===== src/design/sts_map.svh =====
// constants for the split-transaction status and control block
// assumes a configuration-space register port in sys_clk domain
`ifndef STS_MAP_SVH
`define STS_MAP_SVH
`define STS_OFS_STATUS   8'h84
`define STS_OFS_UP       8'h88
`define STS_OFS_DN       8'h8c
`define STS_OFS_PM       8'h90
`define STS_BIT_133      17
`define STS_BIT_DISC     18
`define STS_BIT_UNEXP    19
`define STS_BIT_OVR      20
`define STS_BIT_DLY      21
`define STS_CAP_RST      16'h0010
`define STS_LIM_RST      16'h0010
`define STS_LIM_ALL      16'hffff
`define STS_PM_ID        8'h01
`define STS_DEV_RST      5'h1f
`define STS_BUS_RST      8'hff
`define STS_FUNC_RST     3'h0
`endif


===== src/design/sts_pkg.sv =====
// types for the split-transaction status and control block
// assumes sts_map.svh holds the numbers
package sts_pkg;
  typedef enum logic [0:0] {
    STS_FWD = 1'b0,
    STS_REV = 1'b1
  } sts_mode_e;
  typedef logic [15:0] sts_adq_t;
endpackage


===== src/design/sts_gate.sv =====
// commitment gate: decides whether a split request fits within a limit
// assumes outstanding and request sizes counted in ADQs
`timescale 1ns/100ps
`default_nettype none
module sts_gate
  import sts_pkg::*;
(
  input  wire logic [15:0] limit,
  input  wire logic [15:0] used,
  input  wire logic [15:0] req_size,
  output logic             fits
);
`include "sts_map.svh"
  logic [16:0] total;
  always_comb begin
    total = {1'b0, used} + {1'b0, req_size};
    // all-ones means no ceiling at all
    fits  = (limit == `STS_LIM_ALL) || (total <= {1'b0, limit});
  end
endmodule // sts_gate
`default_nettype wire


===== src/design/sts_idcap.sv =====
// identity capture from type 0 configuration writes
// assumes cfg strobes are one-cycle pulses in sys_clk
`timescale 1ns/100ps
`default_nettype none
module sts_idcap
  import sts_pkg::*;
(
  input  wire logic        sys_clk,
  input  wire logic        reset,
  input  wire logic        cfg_wr,
  input  wire logic [15:0] cfg_addr,
  output logic [4:0]       dev_num
);
`include "sts_map.svh"
  typedef struct packed {
    logic [4:0] dev;
  } sts_id_s;
  sts_id_s st_q, st_d;
  always_comb begin
    st_d = st_q;
    if (cfg_wr) begin
      st_d.dev = cfg_addr[15:11];
    end
  end
  always_ff @(posedge sys_clk or posedge reset) begin
    if (reset) begin
      st_q.dev <= `STS_DEV_RST;
    end else begin
      st_q <= st_d;
    end
  end
  assign dev_num = st_q.dev;
endmodule // sts_idcap
`default_nettype wire


===== src/design/sts_top.sv =====
// split-transaction status and control registers of the bridge
// assumes cfg_wr/cfg_rd pulses from the primary config decoder, one cycle each;
// event inputs are one-cycle pulses from the datapath in sys_clk domain
`timescale 1ns/100ps
`default_nettype none
module sts_top
  import sts_pkg::*;
#(
  parameter int CAP_UP = 16,
  parameter int CAP_DN = 16
)(
  input  wire logic        sys_clk,
  input  wire logic        reset,
  input  wire logic        rev_mode,
  input  wire logic        cfg_wr,
  input  wire logic        cfg_rd,
  input  wire logic [15:0] cfg_addr,
  input  wire logic [31:0] cfg_wdata,
  input  wire logic [3:0]  cfg_be,
  output logic [31:0]      cfg_rdata,
  output logic             cfg_rvalid,
  input  wire logic        ev_cpl_discard,
  input  wire logic        cpl_in,
  input  wire logic [15:0] cpl_req_id,
  input  wire logic        cpl_matched,
  input  wire logic        ev_cpl_overrun,
  input  wire logic        req_up,
  input  wire logic        req_dn,
  input  wire logic [15:0] req_size,
  input  wire logic [15:0] used_up,
  input  wire logic [15:0] used_dn,
  output logic             fwd_up,
  output logic             fwd_dn,
  output logic [15:0]      own_id
);
`include "sts_map.svh"
  // capacity fields are fixed constants, so only 16 is served
  if (CAP_UP != 16 || CAP_DN != 16) begin : g_cap_chk
    $error("capacity other than 16 ADQs not supported");
  end

  typedef struct packed {
    logic        strap_done;
    logic        cap133;
    logic        disc;
    logic        unexp;
    logic        ovr;
    logic        dly;
    logic [15:0] lim_up;
    logic [15:0] lim_dn;
    logic [31:0] rdata;
    logic        rvalid;
  } sts_st_s;

  sts_st_s     st_q, st_d;
  logic [4:0]  dev_num;
  logic        fit_up;
  logic        fit_dn;
  logic        hit;
  logic [7:0]  ofs;
  logic        unexp_ev;
  logic        dly_ev;
  logic [31:0] stat_word;
  logic [31:0] rd_mux;
  sts_mode_e   mode;

  sts_idcap u_idcap (
    .sys_clk  (sys_clk),
    .reset    (reset),
    .cfg_wr   (cfg_wr),
    .cfg_addr (cfg_addr),
    .dev_num  (dev_num)
  );

  sts_gate u_gate_up (
    .limit    (st_q.lim_up),
    .used     (used_up),
    .req_size (req_size),
    .fits     (fit_up)
  );

  sts_gate u_gate_dn (
    .limit    (st_q.lim_dn),
    .used     (used_dn),
    .req_size (req_size),
    .fits     (fit_dn)
  );

  assign mode   = sts_mode_e'(rev_mode);
  assign own_id = {`STS_BUS_RST, dev_num, `STS_FUNC_RST};
  assign fwd_up = req_up & fit_up;
  assign fwd_dn = req_dn & fit_dn;
  // only the primary-bound direction counts as delayed on the primary bus
  assign dly_ev = (mode == STS_FWD) ? (req_up & ~fit_up) : (req_dn & ~fit_dn);
  assign unexp_ev = cpl_in & ~cpl_matched & (cpl_req_id == own_id);
  assign ofs = {cfg_addr[7:2], 2'b00};
  assign hit = cfg_wr & (cfg_be[2]);

  always_comb begin
    stat_word = '0;
    stat_word[`STS_BIT_133]  = st_q.cap133;
    stat_word[`STS_BIT_DISC] = st_q.disc;
    stat_word[`STS_BIT_UNEXP] = st_q.unexp;
    stat_word[`STS_BIT_OVR]  = st_q.ovr;
    stat_word[`STS_BIT_DLY]  = st_q.dly;
    stat_word[15:0] = own_id;
    stat_word[7:3]  = dev_num;
    case (ofs)
      `STS_OFS_STATUS: rd_mux = stat_word;
      `STS_OFS_UP:     rd_mux = {st_q.lim_up, `STS_CAP_RST};
      `STS_OFS_DN:     rd_mux = {st_q.lim_dn, `STS_CAP_RST};
      `STS_OFS_PM:     rd_mux = {24'h000000, `STS_PM_ID};
      default:         rd_mux = 32'h00000000;
    endcase
  end

  always_comb begin
    st_d = st_q;
    st_d.rvalid = cfg_rd;
    if (cfg_rd) begin
      st_d.rdata = rd_mux;
    end
    // strap sampled once after reset release
    if (!st_q.strap_done) begin
      st_d.strap_done = 1'b1;
      st_d.cap133     = (mode == STS_REV);
    end
    // write-one-to-clear first, then events so a same-cycle set wins
    if (hit && ofs == `STS_OFS_STATUS) begin
      if (cfg_wdata[`STS_BIT_DISC])  st_d.disc  = 1'b0;
      if (cfg_wdata[`STS_BIT_UNEXP]) st_d.unexp = 1'b0;
      if (cfg_wdata[`STS_BIT_OVR])   st_d.ovr   = 1'b0;
      if (cfg_wdata[`STS_BIT_DLY])   st_d.dly   = 1'b0;
    end
    if (cfg_wr && ofs == `STS_OFS_UP) begin
      if (cfg_be[2]) st_d.lim_up[7:0]  = cfg_wdata[23:16];
      if (cfg_be[3]) st_d.lim_up[15:8] = cfg_wdata[31:24];
    end
    if (cfg_wr && ofs == `STS_OFS_DN) begin
      if (cfg_be[2]) st_d.lim_dn[7:0]  = cfg_wdata[23:16];
      if (cfg_be[3]) st_d.lim_dn[15:8] = cfg_wdata[31:24];
    end
    if (ev_cpl_discard) st_d.disc  = 1'b1;
    if (unexp_ev)       st_d.unexp = 1'b1;
    if (ev_cpl_overrun) st_d.ovr   = 1'b1;
    if (dly_ev)         st_d.dly   = 1'b1;
    // mode-locked flags read zero
    if (mode == STS_REV) st_d.disc  = 1'b0;
    if (mode == STS_FWD) st_d.unexp = 1'b0;
  end

  always_ff @(posedge sys_clk or posedge reset) begin
    if (reset) begin
      st_q.strap_done <= 1'b0;
      st_q.cap133     <= 1'b0;
      st_q.disc       <= 1'b0;
      st_q.unexp      <= 1'b0;
      st_q.ovr        <= 1'b0;
      st_q.dly        <= 1'b0;
      st_q.lim_up     <= `STS_LIM_RST;
      st_q.lim_dn     <= `STS_LIM_RST;
      st_q.rdata      <= 32'h00000000;
      st_q.rvalid     <= 1'b0;
    end else begin
      st_q <= st_d;
    end
  end

  assign cfg_rdata  = st_q.rdata;
  assign cfg_rvalid = st_q.rvalid;

  // whole signals for $past, which must not see a slice
  logic [15:0] wr_lim;
  logic [4:0]  wr_dev;
  assign wr_lim = cfg_wdata[31:16];
  assign wr_dev = cfg_addr[15:11];
endmodule // sts_top
`default_nettype wire


===== config.mk =====
export PLATFORM = sky130hd
export DESIGN_NAME = sts_top
export DESIGN_NICKNAME = d
export VERILOG_FILES = /design/src/design/sts_pkg.sv /design/src/design/sts_gate.sv /design/src/design/sts_idcap.sv /design/src/design/sts_top.sv
export VERILOG_INCLUDE_DIRS = /design/src /design/src/design
export SDC_FILE = /design/constraint.sdc
export NUM_CORES = 1
export LEC_CHECK = 0
export BUFFER_PORTS_ARGS = -buffer_cell sky130_fd_sc_hd__buf_2
export CORE_MARGIN = 5
export CORE_UTILIZATION = 40
export DETAILED_ROUTE_END_ITERATION = 10
export PLACE_DENSITY = 0.65
export SYNTH_ARGS = -nofsm -noshare
export SYNTH_HDL_FRONTEND = slang
export SYNTH_SLANG_ARGS = --single-unit
export TNS_END_PERCENT = 5

===== constraint.sdc =====
create_clock -name sys_clk -period 11.2 [get_ports sys_clk]
set_input_delay 1.68 -clock sys_clk [delete_from_list [all_inputs] [get_ports sys_clk]]
set_output_delay 1.68 -clock sys_clk [all_outputs]
set_load 0.01 [all_outputs]

==> reports/results.ini <==
[place]
portBuffers=141
place.gp.congestion=0.914
placed_cell_area_sq_um=6070
dpl.cell_count=859
place_hpwl_um=11900
post-place-ws_ns=3.83

[logic_synthesis]
ys_async_sr_fraction=1.00
synth_cell_types=61
synth_ff_type=dfrtp_1
syn_area_per_cell_sq_um=9.37
ys_ff_latch=67
yosysSeqAreaShare=0.309
syn-instance-count=583
yosys-top-cells-area=dfrtp_1, ha_1, buf_4
synth-edff-count=0
synth_top_area_frac=0.275
yosysTopAreaCell=dfrtp_1
ys_warn_count=0
syn_area_sq_um=5460

[routing]
vias=4538
wl_um=14200
antenna_left=0
drt_iter0_drc=257
wl_per_cell_um=16.3
route.detailed.drc=0
drt_first_pass_iters=4
viasPerCell=5.19

[timing]
rsz0062_at_grt=false
fin_crit_sh=0.656
finalCriticalPeriod_ns=7.35
tightest_slew_ns=0.836
final_hold_viol_count=0
setup_viol=0
timing.final.ws_setup_ns=3.85
slew_headroom=0.443
finClkSkew_ns=0.00655
fmax_mhz=136
setup_tns_ns=0
hold_slack_ns=0.483
drv_slew=0

[clock_network]
cts_tree=done
cts_resized=0
clk_latency_ns=0.32
ctsRootBufferMaster=clkbuf_16
cts_hold_buf=0
max-clock-path-buffers=2
htreeDepth=3
path_clk_slew_ns=0.05
post-cts-setup-buffer-count=0
numCtsBuffers=9
clkSinkCount=67

[critical_path]
crit_type=input pin to output pin
setup.worst_path.start_class=input pin
r2r_cells=9
end_kind=output pin
crit_required_ns=9.52
path_max_fanout=4
crit_arrival_ns=5.67

[worst_hold_path]
min_path_cells=1
hold_path_class=flop to flop

[power_and_ir_drop]
powerDensity_nw_per_um2=126
p_leak_nw=3.16
ir_drop_uv=71.6
power_uw=804

[floorplan]
fp-row-count=42
core_sq_um=13300
die_y_um=127
ios=178
die_area_sq_um=16100
die_w_um=127
initial_core_util=0.411

[cells_and_area]
fin_cells=875
area_growth_pct=17.2
utilization=0.482
design_area_sq_um=6400
mostFrequentLayoutCells=buf_2, ha_1, dfrtp_1
layout.nets=887
fillCellCount=1284
final_common_cell=buf_2
layout-drive-gt1-share=0.275
n_antenna_cell=0

[grt]
antenna_found_initial=0
grt_pass1_wl_um=22500
grt_pass1_vias=4655
grt_overflow=0
track_usage=0.172
grt_max_degree=68

[flow_run]
drv_cap=0

[outcome]
outcome=finished, final reports clean

sequential cells by signal (all words and copies together) (netlist names):
| signal | count |
|---|---|
| st_q | 38 |
| u_idcap.dev_num | 5 |
| cfg_rdata | 23 |
| cfg_rvalid | 1 |
kinds of logic after synthesis:
| group | synth area share |
|---|---|
| AO/OA/AOI/OAI | 0.161 |
| XOR/XNOR | 0.0465 |
| adder cells (fa/ha/maj) | 0.154 |
| buffers and inverters | 0.100 |
| flip-flops | 0.309 |
| multiplexers | 0.0985 |
| other | 0.00137 |
| AND/OR/NAND/NOR | 0.130 |
routing by layer:
layer  vias to the layer above  wire, um  track usage
li1                       2260         -            -
met1                      2168      6160        0.215
met2                        92      7260        0.304
met3                        18       582       0.0315
met4                         0       249       0.0473
met5                         -         0            0
final timing paths:
| check | start | end | slack [ns] |
|---|---|---|---|
| setup / recovery | req_size[0] | fwd_dn | 3.85 |
| hold / removal | cfg_rdata[0] | cfg_rdata[0] | 0.48 |
| setup reg to reg | st_q[39] | st_q[65] | 8.66 |
| hold reg to reg | cfg_rdata[0] | cfg_rdata[0] | 0.48 |
| max in group asynchronous | reset | st_q[69] | 9.05 |
| min in group asynchronous | reset | cfg_rdata[15] | 1.60 |
cells in the mapped netlist (all sizes together) (3+ instances only):
library cell	n
inv	48
mux2i	11
dfrtp	60
xnor2	21
o21a	7
clkbuf	8
a22oi	5
and3	3
nand3	17
nor4	3
a22o	4
xor2	8
mux2	38
o21ai	21
buf	46
nor2b	9
nand4	15
a21o	11
nor2	37
a21oi	27
a211oi	7
nor3	11
ha	64
and2	4
o21bai	3
o2bb2ai	17
nand2	32
dfstp	7
o211ai	3
report_power, final:
group	internal, mW	total (mW)	switching (mW)
clock	0.207	0.304	0.0976
sequential	0.257	0.272	0.0146
combinational	0.103	0.228	0.125
total	0.567	0.804	0.237
layout make-up:
cell class	instances	area, sq um	area share
multi-input cells	426	3280	0.512
flip-flops and latches	67	1690	0.263
repair buffers	142	713	0.111
clock buffers	12	256	0.0401
well taps	176	220	0.0344
inverters	48	180	0.0281
clock inverters	4	72.6	0.0113
critical path, stage by stage:
cell and delay, ns:
buf_2 0.11, ha_1 0.22, inv_1 0.07, fa_1 0.25, nor2b_4 0.05, o31a_1 0.27, o41a_1 0.36, a41oi_2 0.26
a211oi_2 0.14, a2111o_1 0.43, nand3_1 0.09, ha_1 0.26, o21a_1 0.11, o21ai_0 0.17, a32o_1 0.15, nor2_1 0.04
o31a_1 0.13, a211oi_1 0.53, and2_1 0.21, buf_2 0.12
Note: power is estimated with default switching activity, not from simulation.
